[src/logic/cmx_pkg.sv]
// Purpose: shared constants, types and decode functions of the channel mux
// Assumes: one 8-bit control register reached over the two-wire bus
// Notes: variant picks channel decode, reset default and interrupt lanes
package cmx_pkg;

   // product variants
   typedef enum logic [2:0] {
      CMX_MUX4,
      CMX_SWITCH2,
      CMX_SWITCH4,
      CMX_MUX8,
      CMX_ARB
   } cmx_variant_t;

   // bus slave states
   typedef enum logic [2:0] {
      ST_IDLE,
      ST_ADDR,
      ST_AACK,
      ST_WR,
      ST_WACK,
      ST_RD,
      ST_RACK
   } cmx_state_t;

   // slave address: fixed prefix, low bits from strap pins
   localparam logic [3:0] ADDR_PREFIX = 4'hE;
   localparam int ADDR_PIN_W = 3;
   localparam int IRQ_W = 4;
   localparam int SEL_W = 4;
   localparam int CHAN_W = 8;
   localparam int SYNC_W = 2 + ADDR_PIN_W + IRQ_W;
   localparam logic [3:0] BYTE_BITS = 4'h8;
   localparam logic [3:0] LAST_BIT = 4'h7;

   // control register fields
   localparam int IRQ_LSB = 4;
   localparam int MUX4_EN_BIT = 2;
   localparam int MUX8_EN_BIT = 3;
   localparam int ARB_P0_BIT = 0;
   localparam int ARB_P1_BIT = 1;

   // reset values of the selection field
   localparam logic [3:0] SEL_RST_NONE = 4'h0;
   localparam logic [3:0] SEL_RST_MUX8 = 4'h8;
   localparam logic [3:0] SEL_RST_ARB = 4'h1;

   // interrupt lanes per variant
   localparam logic [3:0] IRQ_MASK_TWO = 4'h3;
   localparam logic [3:0] IRQ_MASK_FOUR = 4'hF;
   localparam logic [3:0] IRQ_MASK_NONE = 4'h0;

   function automatic logic [3:0] cmx_irq_mask(cmx_variant_t v);
      logic [3:0] m;
      m = IRQ_MASK_NONE;
      case (v)
         CMX_SWITCH2: m = IRQ_MASK_TWO;
         CMX_MUX4: m = IRQ_MASK_FOUR;
         CMX_SWITCH4: m = IRQ_MASK_FOUR;
         default: m = IRQ_MASK_NONE;
      endcase
      return m;
   endfunction

   function automatic logic [3:0] cmx_sel_reset(cmx_variant_t v);
      logic [3:0] r;
      r = SEL_RST_NONE;
      case (v)
         CMX_MUX8: r = SEL_RST_MUX8;
         CMX_ARB: r = SEL_RST_ARB;
         default: r = SEL_RST_NONE;
      endcase
      return r;
   endfunction

   // arbiter: port one wins when both enables are written
   function automatic logic [7:0] cmx_chan_decode(cmx_variant_t v,
                                                  logic [3:0] s);
      logic [7:0] r;
      r = 8'h00;
      case (v)
         CMX_MUX4:
            if (s[MUX4_EN_BIT])
               r[s[1:0]] = 1'b1;
         CMX_MUX8:
            if (s[MUX8_EN_BIT])
               r[s[2:0]] = 1'b1;
         CMX_ARB:
            if (s[ARB_P1_BIT])
               r[1] = 1'b1;
            else if (s[ARB_P0_BIT])
               r[0] = 1'b1;
         CMX_SWITCH2: r[1:0] = s[1:0];
         default: r[3:0] = s;
      endcase
      return r;
   endfunction

endpackage

[src/logic/cmx_ctrl.sv]
// Purpose: control logic of a two-wire channel mux with interrupt combine
// Assumes: SCL and SDA sampled by MCLK, far faster than the bus clock
// Notes: selection field of the register drives the channel enables
`timescale 1ns/1ps
// Behaviour
// - interrupt out low while any input low, except eight-channel and arbiter, which have no lanes
// - read bits 7..4 are inverted interrupt inputs
// - status and output follow inputs, nothing latched
// - two-channel parts have only interrupt lanes 0,1
// - status bits read-only, writes leave them alone
// - interrupt inputs readable as general inputs
// - new selection applied only at STOP
// - selection held until mux written again
// - power-up: none, eight-channel and arbiter channel 0
// - reset disconnects all channels on switches
// - reset selects channel 0 on eight-channel, arbiter
// - arbiter defaults to port zero, one by write
// - arbiter returns to zero by reset or write
// - write sets selection, read returns selection plus status
// - four-channel mux: bit 2 enables, bits 1..0 pick
module cmx_ctrl
   import cmx_pkg::*;
#(
   parameter cmx_variant_t VARIANT = CMX_MUX4
) (
   // clock and reset
   input wire logic MCLK,
   input wire logic RST_N,
   // upstream bus, open-drain data
   input wire logic SCL_IN,
   input wire logic SDA_IN,
   output logic SDA_O,
   output logic SDA_OE,
   // address straps
   input wire logic [ADDR_PIN_W-1:0] ADDR_PIN,
   // interrupt inputs, one per downstream channel
   input wire logic [IRQ_W-1:0] IRQ_N,
   // combined interrupt, open-drain
   output logic INT_O,
   output logic INT_OE,
   // downstream channel enables
   output logic [CHAN_W-1:0] CHAN_EN
);
   localparam logic [3:0] SEL_RST = cmx_sel_reset(VARIANT);
   localparam logic [3:0] IRQ_MASK = cmx_irq_mask(VARIANT);

   logic [SYNC_W-1:0] sync_q;
   logic scl_d_r, sda_d_r;
   cmx_state_t state_r, state_nxt;
   logic [3:0] cnt_r, cnt_nxt;
   logic [7:0] shift_r, shift_nxt;
   logic [7:0] tx_r, tx_nxt;
   logic [SEL_W-1:0] pend_r, pend_nxt;
   logic pend_v_r, pend_v_nxt;
   logic rw_r, rw_nxt;
   logic ack_r, ack_nxt;
   logic [SEL_W-1:0] sel_r, sel_nxt;

   cmx_sync #(.WIDTH(SYNC_W)) u_sync (
      .clk(MCLK),
      .rst_n(RST_N),
      .d_in({SCL_IN, SDA_IN, ADDR_PIN, IRQ_N}),
      .q_out(sync_q)
   );

   // decode of synchronised pins
   wire scl_s = sync_q[SYNC_W-1];
   wire sda_s = sync_q[SYNC_W-2];
   wire [ADDR_PIN_W-1:0] addr_s = sync_q[IRQ_W +: ADDR_PIN_W];
   wire [IRQ_W-1:0] irq_n_s = sync_q[IRQ_W-1:0];
   wire scl_rise = scl_s & ~scl_d_r;
   wire scl_fall = ~scl_s & scl_d_r;
   wire start_w = scl_s & scl_d_r & sda_d_r & ~sda_s;
   wire stop_w = scl_s & scl_d_r & ~sda_d_r & sda_s;
   wire [6:0] own_addr = {ADDR_PREFIX, addr_s};
   // live, unlatched, masked per variant
   wire [IRQ_W-1:0] irq_act = ~irq_n_s & IRQ_MASK;
   wire [7:0] rd_byte = {irq_act, sel_r};
   wire addr_hit = shift_r[7:1] == own_addr;

   // bus slave sequencing
   always_comb
   begin
      state_nxt = state_r;
      cnt_nxt = cnt_r;
      shift_nxt = shift_r;
      tx_nxt = tx_r;
      pend_nxt = pend_r;
      pend_v_nxt = pend_v_r;
      rw_nxt = rw_r;
      ack_nxt = ack_r;
      if (stop_w)
      begin
         state_nxt = ST_IDLE;
         pend_v_nxt = 1'b0;
      end
      else if (start_w)
      begin
         // repeated start keeps the pending byte for the coming stop
         state_nxt = ST_ADDR;
         cnt_nxt = 4'h0;
      end
      else
      begin
         case (state_r)
            ST_ADDR, ST_WR:
               if (scl_rise)
               begin
                  shift_nxt = {shift_r[6:0], sda_s};
                  cnt_nxt = cnt_r + 4'h1;
               end
               else if (scl_fall && cnt_r == BYTE_BITS)
               begin
                  if (state_r == ST_WR)
                  begin
                     // low bits only; status bits are never written
                     pend_nxt = shift_r[SEL_W-1:0];
                     pend_v_nxt = 1'b1;
                     state_nxt = ST_WACK;
                  end
                  else if (addr_hit)
                  begin
                     rw_nxt = shift_r[0];
                     state_nxt = ST_AACK;
                  end
                  else
                     state_nxt = ST_IDLE;
               end
            ST_AACK:
               if (scl_fall)
               begin
                  cnt_nxt = 4'h0;
                  tx_nxt = rd_byte;
                  state_nxt = rw_r ? ST_RD : ST_WR;
               end
            ST_WACK:
               if (scl_fall)
               begin
                  cnt_nxt = 4'h0;
                  state_nxt = ST_WR;
               end
            ST_RD:
               if (scl_fall)
               begin
                  if (cnt_r == LAST_BIT)
                     state_nxt = ST_RACK;
                  else
                  begin
                     tx_nxt = {tx_r[6:0], 1'b0};
                     cnt_nxt = cnt_r + 4'h1;
                  end
               end
            ST_RACK:
               if (scl_rise)
                  ack_nxt = ~sda_s;
               else if (scl_fall)
               begin
                  cnt_nxt = 4'h0;
                  tx_nxt = rd_byte;
                  state_nxt = ack_r ? ST_RD : ST_IDLE;
               end
            ST_IDLE: state_nxt = ST_IDLE;
            default: state_nxt = ST_IDLE;
         endcase
      end
   end

   // data line: ack slots and zero bits of the read byte
   wire drive_ack = (state_nxt == ST_AACK) || (state_nxt == ST_WACK);
   wire drive_rd = (state_nxt == ST_RD) && !tx_nxt[7];
   // selection moves only on stop, never on a repeated start
   assign sel_nxt = (stop_w && pend_v_r) ? pend_r : sel_r;

   always_ff @(posedge MCLK)
   begin
      if (!RST_N)
      begin
         scl_d_r <= 1'b1;
         sda_d_r <= 1'b1;
         state_r <= ST_IDLE;
         cnt_r <= 4'h0;
         shift_r <= 8'h00;
         tx_r <= 8'h00;
         pend_r <= SEL_RST_NONE;
         pend_v_r <= 1'b0;
         rw_r <= 1'b0;
         ack_r <= 1'b0;
      end
      else
      begin
         scl_d_r <= scl_s;
         sda_d_r <= sda_s;
         state_r <= state_nxt;
         cnt_r <= cnt_nxt;
         shift_r <= shift_nxt;
         tx_r <= tx_nxt;
         pend_r <= pend_nxt;
         pend_v_r <= pend_v_nxt;
         rw_r <= rw_nxt;
         ack_r <= ack_nxt;
      end
   end

   // selection and outputs
   always_ff @(posedge MCLK)
   begin
      if (!RST_N)
      begin
         sel_r <= SEL_RST;
         CHAN_EN <= 8'h00;
         SDA_O <= 1'b0;
         SDA_OE <= 1'b0;
         INT_O <= 1'b0;
         INT_OE <= 1'b0;
      end
      else
      begin
         sel_r <= sel_nxt;
         CHAN_EN <= cmx_chan_decode(VARIANT, sel_r);
         SDA_O <= 1'b0;
         SDA_OE <= drive_ack || drive_rd;
         INT_O <= 1'b0;
         INT_OE <= |irq_act;
      end
   end
endmodule

[src/logic/cmx_sync.sv]
// Purpose: two-stage synchroniser for pins entering the MCLK domain
// Assumes: synchronous active-low reset, idle level high
// Notes: only the second stage leaves this module
`timescale 1ns/1ps
module cmx_sync #(
   parameter int WIDTH = 1
) (
   // clock and reset
   input wire logic clk,
   input wire logic rst_n,
   // pins in, synchronised out
   input wire logic [WIDTH-1:0] d_in,
   output logic [WIDTH-1:0] q_out
);
   logic [WIDTH-1:0] meta_r;

   always_ff @(posedge clk)
   begin
      if (!rst_n)
      begin
         meta_r <= '1;
         q_out <= '1;
      end
      else
      begin
         meta_r <= d_in;
         q_out <= meta_r;
      end
   end
endmodule

[config.mk]
export PLATFORM = sky130hd
export DESIGN_NAME = cmx_ctrl
export DESIGN_NICKNAME = d
export VERILOG_FILES = /design/src/logic/cmx_pkg.sv /design/src/logic/cmx_ctrl.sv /design/src/logic/cmx_sync.sv
export SDC_FILE = /design/constraint.sdc
export NUM_CORES = 1
export LEC_CHECK = 0
export BUFFER_PORTS_ARGS = -buffer_cell sky130_fd_sc_hd__buf_2
export CAP_MARGIN = 20
export CORE_ASPECT_RATIO = 2
export CORE_MARGIN = 4
export CORE_UTILIZATION = 62
export CTS_CLUSTER_SIZE = 40
export DETAILED_ROUTE_END_ITERATION = 12
export HOLD_SLACK_MARGIN = 0.08
export PLACE_DENSITY = 0.84
export SYNTH_ARGS = -nofsm -noshare
export SYNTH_HDL_FRONTEND = slang
export SYNTH_SLANG_ARGS = --single-unit
[constraint.sdc]
create_clock -name MCLK -period 4.7 [get_ports MCLK]
set_input_delay 0 -clock MCLK [delete_from_list [all_inputs] [get_ports MCLK]]
set_output_delay 0 -clock MCLK [all_outputs]
set_load 0.05 [all_outputs]
# [Yosys cells after proc, flatten, opt, wreduce, memory -nomap -nowiden]
# Cells that the tools add are included.
[word_totals] reg_bits=64
[classes] n_eq_ne=19 n_reduce_logical=21 magnitude_cmp=2 add_sub_neg=1 n_mux=31 bitwise_logic=17
[ops] operator="$mux W8" count=6
[ops] operator="$mux W3" count=13
[ops] operator="$mux W4" count=6
[ops] operator="$pmux W8 S3" count=1
[ops] operator="$reduce_and A6 Y1" count=3
[ops] operator="$pmux W4 S4" count=1
[ops] operator="$eq A3 B3 Y1 const B" count=5
[ops] operator="$pmux W3 S5" count=1
[ops] operator="$ne A3 B3 Y1 const B" count=4
[ops] operator="$eq A3 B2 Y1 const B" count=3
[ops] operator="$not A1 Y1" count=9
[ops] operator="$reduce_and A4 Y1" count=2
[ops] operator="$and A1 B1 Y1" count=7
[ops] operator="$eq A7 B7 Y1" count=1
[ops] operator="$reduce_and A7 Y1" count=1
[ops] operator="$ne A2 B2 Y1 const B" count=3
[ops] operator="$reduce_or A2 Y1" count=3
[ops] operator="$reduce_and A5 Y1" count=1
[ops] operator="$reduce_bool A5 Y1" count=1
[ops] operator="$add A4 B1 Y4 const B" count=1
[ops] operator="$eq A4 B3 Y1 const B" count=1
[ops] operator="$eq A4 B4 Y1 const B" count=1
[ops] operator="$logic_and A1 B1 Y1" count=4
[ops] operator="$lt A2 B4 Y1 const B" count=1
[ops] operator="11 further kinds" count=12

# [Depth between registers and ports, before layout]
[depth] depth_word=11 ltp_mapped=8 mapped_depth_nobuf=8

# [By module]
# A second synthesis with hierarchy kept.
[hier_totals] hier_cells=273 hier_area_um2=2476.1
[modules_own_cells] module="cmx_ctrl" n_inst=1 seq_area_each_um2=840.8 area_each_um2=1989.4 cells_each=236
[modules_own_cells] module="cmx_sync" n_inst=1 seq_area_each_um2=360.3 area_each_um2=486.7 cells_each=37

# [Worst setup path before layout]
# Ideal clock, no wire load.
[synth_path] path_type="reg2reg" from="register cnt_r[0]" to="register tx_r[6]" slack_ps=3001 setup_ps=128 path_stages_with_launch=7 n_path_buf=0 arrival_ps=1572 synth_period_minus_slack_ps=1699 t_required_ps=4572 cell_sequence="dfxtp_1 > ha_1 > and3b_1 > nor3_2 > o21ai_1 > a22oi_1 > nor2_1"
[synth_via] elab_chain_len=3
[synth_rtl] element="start: declaration" line_no="cmx_ctrl.sv:50" source="logic [3:0] cnt_r, cnt_nxt;"
[synth_rtl] element="start signal: assignment" line_no="cmx_ctrl.sv:194" source="cnt_r <= cnt_nxt;"
[synth_rtl] element="$eq A4 B3 Y1" line_no="cmx_ctrl.sv:145" source="if (cnt_r == LAST_BIT)"
[synth_rtl] element="$ne A2 B2 Y1 (no source line)"
[synth_rtl] element="$reduce_and A6 Y1 (no source line)"
[synth_rtl] element="end signal: assignment" line_no="cmx_ctrl.sv:196" source="tx_r <= tx_nxt;"
[synth_rtl] element="end: declaration" line_no="cmx_ctrl.sv:52" source="logic [7:0] tx_r, tx_nxt;"
# Every way passes these cells.
# A chain may end at the register's enable or synchronous reset.

# [Worst setup path in the final report]
[layout_path] from="register state_r[2]" to="register SDA_OE"
[layout_via] elab_chain_len=10 word_cells_on_any_way=29 cone_classes="9 x eq/ne; 15 x mux; 5 x reduce/logical"
[layout_rtl] element="start: declaration" line_no="cmx_ctrl.sv:49" source="cmx_state_t state_r, state_nxt;"
[layout_rtl] element="start signal: assignment" line_no="cmx_ctrl.sv:193" source="state_r <= state_nxt;"
[layout_rtl] element="$eq A3 B2 Y1" line_no="cmx_ctrl.sv:105, cmx_ctrl.sv:114"
[layout_rtl] element="$mux W3" line_no="cmx_ctrl.sv:114" source="if (state_r == ST_WR)"
[layout_rtl] element="$mux W3" line_no="cmx_ctrl.sv:112" source="else if (scl_fall && cnt_r == BYTE_BITS)"
[layout_rtl] element="$mux W3" line_no="cmx_ctrl.sv:107" source="if (scl_rise)"
[layout_rtl] element="$pmux W3 S5" line_no="cmx_ctrl.sv:105" source="case (state_r)"
[layout_rtl] element="$mux W3" line_no="cmx_ctrl.sv:97" source="else if (start_w)"
[layout_rtl] element="$mux W3" line_no="cmx_ctrl.sv:92" source="if (stop_w)"
[layout_rtl] element="$eq A3 B2 Y1, or another cell as far along" line_no="cmx_ctrl.sv:169" source="wire drive_ack = (state_nxt == ST_AACK) || (state_nxt == ST_WACK);"
[layout_rtl] element="$logic_or A1 B1 Y1 / $logic_and A1 B1 Y1 (equally long branches)" line_no="cmx_ctrl.sv:169, cmx_ctrl.sv:170"
[layout_rtl] element="$logic_or A1 B1 Y1 (*)" line_no="cmx_ctrl.sv:221" source="SDA_OE <= drive_ack || drive_rd;"
[layout_rtl] element="end signal: assignment" line_no="cmx_ctrl.sv:221"
[layout_rtl] element="end: declaration" line_no="cmx_ctrl.sv:33" source="output logic SDA_OE,"
# Mark *: on every way between the ends. The rest lies on a longest branch, timed or not.

==> impl_metrics.toml <==
[die]
die_h_um = 98.6
die_x_um = 53.3
start_util_pct = 64.8
rows = 32
dieArea_um2 = 5250
fp.coreArea_um2 = 3920
ios = 23

[worst_hold_path]
min_path_type = "primary input to register"

[setup_path]
cp.arrival_ns = 2.36
critPathKind = "register to register"
endpoint_kind = "register"
crit_fanout = 16
critPathMaxStageDelay_ns = 0.61
cp_cell_sequence = "nor2b_1, and2_1, o21ai_0, nand3_1, or3_1, a31oi_1"
cp-start-kind = "register"
critPathRequiredTime_ns = 4.96
cp_slowest_cell = "dfxtp_1"

[logic_synthesis]
synthTopCellsByArea = "dfxtp_1 47%, nand2b_1 6.4%, nand2_1 5.8%"
synth_cells = 295
synth_top_area_share_pct = 47.2
yosys_warnings = 0
yosysUniqueCellTypes = 44
synth_seq_cells = 60
synth-seq-area-share_pct = 47.2
synth-edff-count = 0
synthFlopType = "dfxtp_1"
post-synth-top-area-cell = "dfxtp_1"
syn_area_um2 = 2540
async_reset_ff_share_pct = 0
syn_area_per_cell_um2 = 8.62

[placed_design]
dp.cells = 346
hpwlAfterDp_um = 3460
place_area_um2 = 2580
routabilityCongestion = 0.913
numPortBuffers = 16
dp_slack_ns = 2.63

[global_route]
grt_max_degree = 32
grtUsageTotal_pct = 24.6
grt_pass1_vias = 2060
grt_pass1_wl_um = 9490
overflow = 0
antenna_found_initial = 0

[timing]
min_period_ns = 2.10
report.final.slew_viol_count = 0
setup_slack_ns = 2.60
fmax_ghz = 0.476
tightestPinTransition_ns = 0.958
rsz0062_at_grt = "no"
finalHoldViolCount = 0
finalCritPeriodShare_pct = 44.7
relSlewSlack_pct = 36.1
setup_viol = 0
tns_ns = 0
finClkSkew_ns = 0.00735

[detailed_routing]
post_drt_wl_per_cell_um = 14.2
vias_per_cell = 5.54
totalWireLength_um = 5390
drc = 0
firstDrtPassIters = 4
ant_nets = 0
dr.first_iter.drc_count = 53
num_vias = 2098

[cts]
post_cts_buffers = 0
cts_root_buffer = "clkbuf_8"
cts_buffers = 9
cts_tree = "built"
clockBufferDepth = 2
clk_pin_slew_ns = 0.06
htreeDepth = 3
cts_sinks = 60
insertion_delay_ns = 0.34

[final_layout]
drive_gt1_share_pct = 11.3
multi_input_area_um2 = 1210
final_cell_area_um2 = 2980
antenna_cells = 0
nNetsFinal = 336
seqCellArea_um2 = 1200
area_growth_pct = 17.3
layout.cells.non_filler = 379
fillCellCount = 317

[power]
p_leak_nw = 1.16
vdd_drop_max_mv = 0.439
power-per-cell-area_nw_per_um2 = 375
power_mw = 1.12

[run]
maxCapViolations = 0

[outcome]
outcome = "finished, final reports clean"
[report_power, final]
part / total [mW] / switching [mW] / leakage [nW] / internal (mW)
clock: 0.522 / 0.193 / 0.114 / 0.329
sequential: 0.526 / 0.00772 / 0.488 / 0.519
combinational: 0.0684 / 0.0412 / 0.555 / 0.0272
[state kept, by name, indices dropped and copies added (netlist names), 3 cells and up]
register / cells
CHAN_EN: 4
cnt_r: 4
pend_r: 4
sel_r: 4
shift_r: 8
state_r: 3
tx_r: 8
u_sync.meta_r: 9
u_sync.q_out: 9
[timing repair]
item / 4_1_cts / 5_1_grt
endpoints found under the hold margin: 16 / 0
resized for setup: 0 / 0
hold buffers: 17 / 0
[final cells by class]
cell class,count,area share (%)
clock inverters,3,2.31
inverters,7,0.881
multi-input cells,212,40.7
clock buffers,13,5.33
well taps,51,2.14
flip-flops and latches,60,40.3
repair buffers,33,8.39
[cells in the final DEF (no fill, tap or decap), drive strengths merged, types with 4 or more instances in the layout]
| cell type | n |
|---|---|
| dfxtp | 60 |
| dlygate4sd3 | 17 |
| nor3 | 7 |
| a31oi | 4 |
| o21ai | 11 |
| clkbuf | 13 |
| a22oi | 7 |
| nand2b | 26 |
| inv | 7 |
| conb | 6 |
| a21oi | 23 |
| buf | 16 |
| mux2i | 6 |
| nor2b | 5 |
| xor2 | 4 |
| nor2 | 27 |
| nand2 | 39 |
| nand3 | 13 |
| and2 | 4 |
[kinds of logic (layout without fill, tap and decap cells)]
group | Yosys count | after routing | synth area share, %
buf+inv | 28 | 56 | 5.81
simple gates | 138 | 138 | 28.2
flops | 60 | 60 | 47.2
compound gates | 56 | 56 | 13.9
fa+ha+maj | 2 | 2 | 0.984
mux | 6 | 6 | 2.36
xor+xnor | 4 | 4 | 1.38
other cells | 1 | 6 | 0.147
[worst paths after layout]
check | startpoint | to | slack [ns] | cells after the start
setup / recovery | state_r[2] | SDA_OE | 2.60 | 6
hold / removal | ADDR_PIN[0] | u_sync.meta_r[4] | 0.40 | 3
setup reg to reg | state_r[2] | SDA_OE | 2.60 | 6
hold reg to reg | u_sync.meta_r[0] | u_sync.q_out[0] | 0.41 | 1
[routing by layer]
layer / part of all wire (%) / vias to the layer above / global-route usage [%]
met5: 0 / - / 0
met4: 4.7 / 0 / 16.7
met3: 4.3 / 21 / 5.75
met2: 54 / 71 / 41.2
met1: 37 / 962 / 25.6
li1: - / 1044 / -
[worst max-delay path, delay by kind of cell (launching register included)]
| family | cells | cell delay, ns |
|---|---|---|
| AO/OA/AOI/OAI | 2 | 0.45 |
| flip-flops | 1 | 0.61 |
| AND/OR/NAND/NOR | 4 | 0.96 |
[synth_stat cells (5+ instances only)]
master / n
nor2_1: 27
a21oi_1: 23
o21ai_0: 8
nand2_1: 39
nor3_1: 5
inv_1: 7
buf_4: 7
nor2b_1: 5
nand3_1: 13
nand2b_1: 26
dfxtp_1: 60
a22oi_1: 6
mux2i_1: 6
buf_2: 7
clkbuf_1: 6
[metrics by stage]
| stage | util, % | hold slack [ns] |
|---|---|---|
| 2_1_floorplan | - | 0.0730 |
| 3_3_place_gp | 65.8 | 0.179 |
| 3_5_place_dp | 65.8 | 0.183 |
| 4_1_cts | 76.0 | 0.387 |
| 5_1_grt | 76.0 | 0.422 |
| 6_report | 76.0 | 0.396 |
No activity file was read; power rests on OpenSTA's default activity.
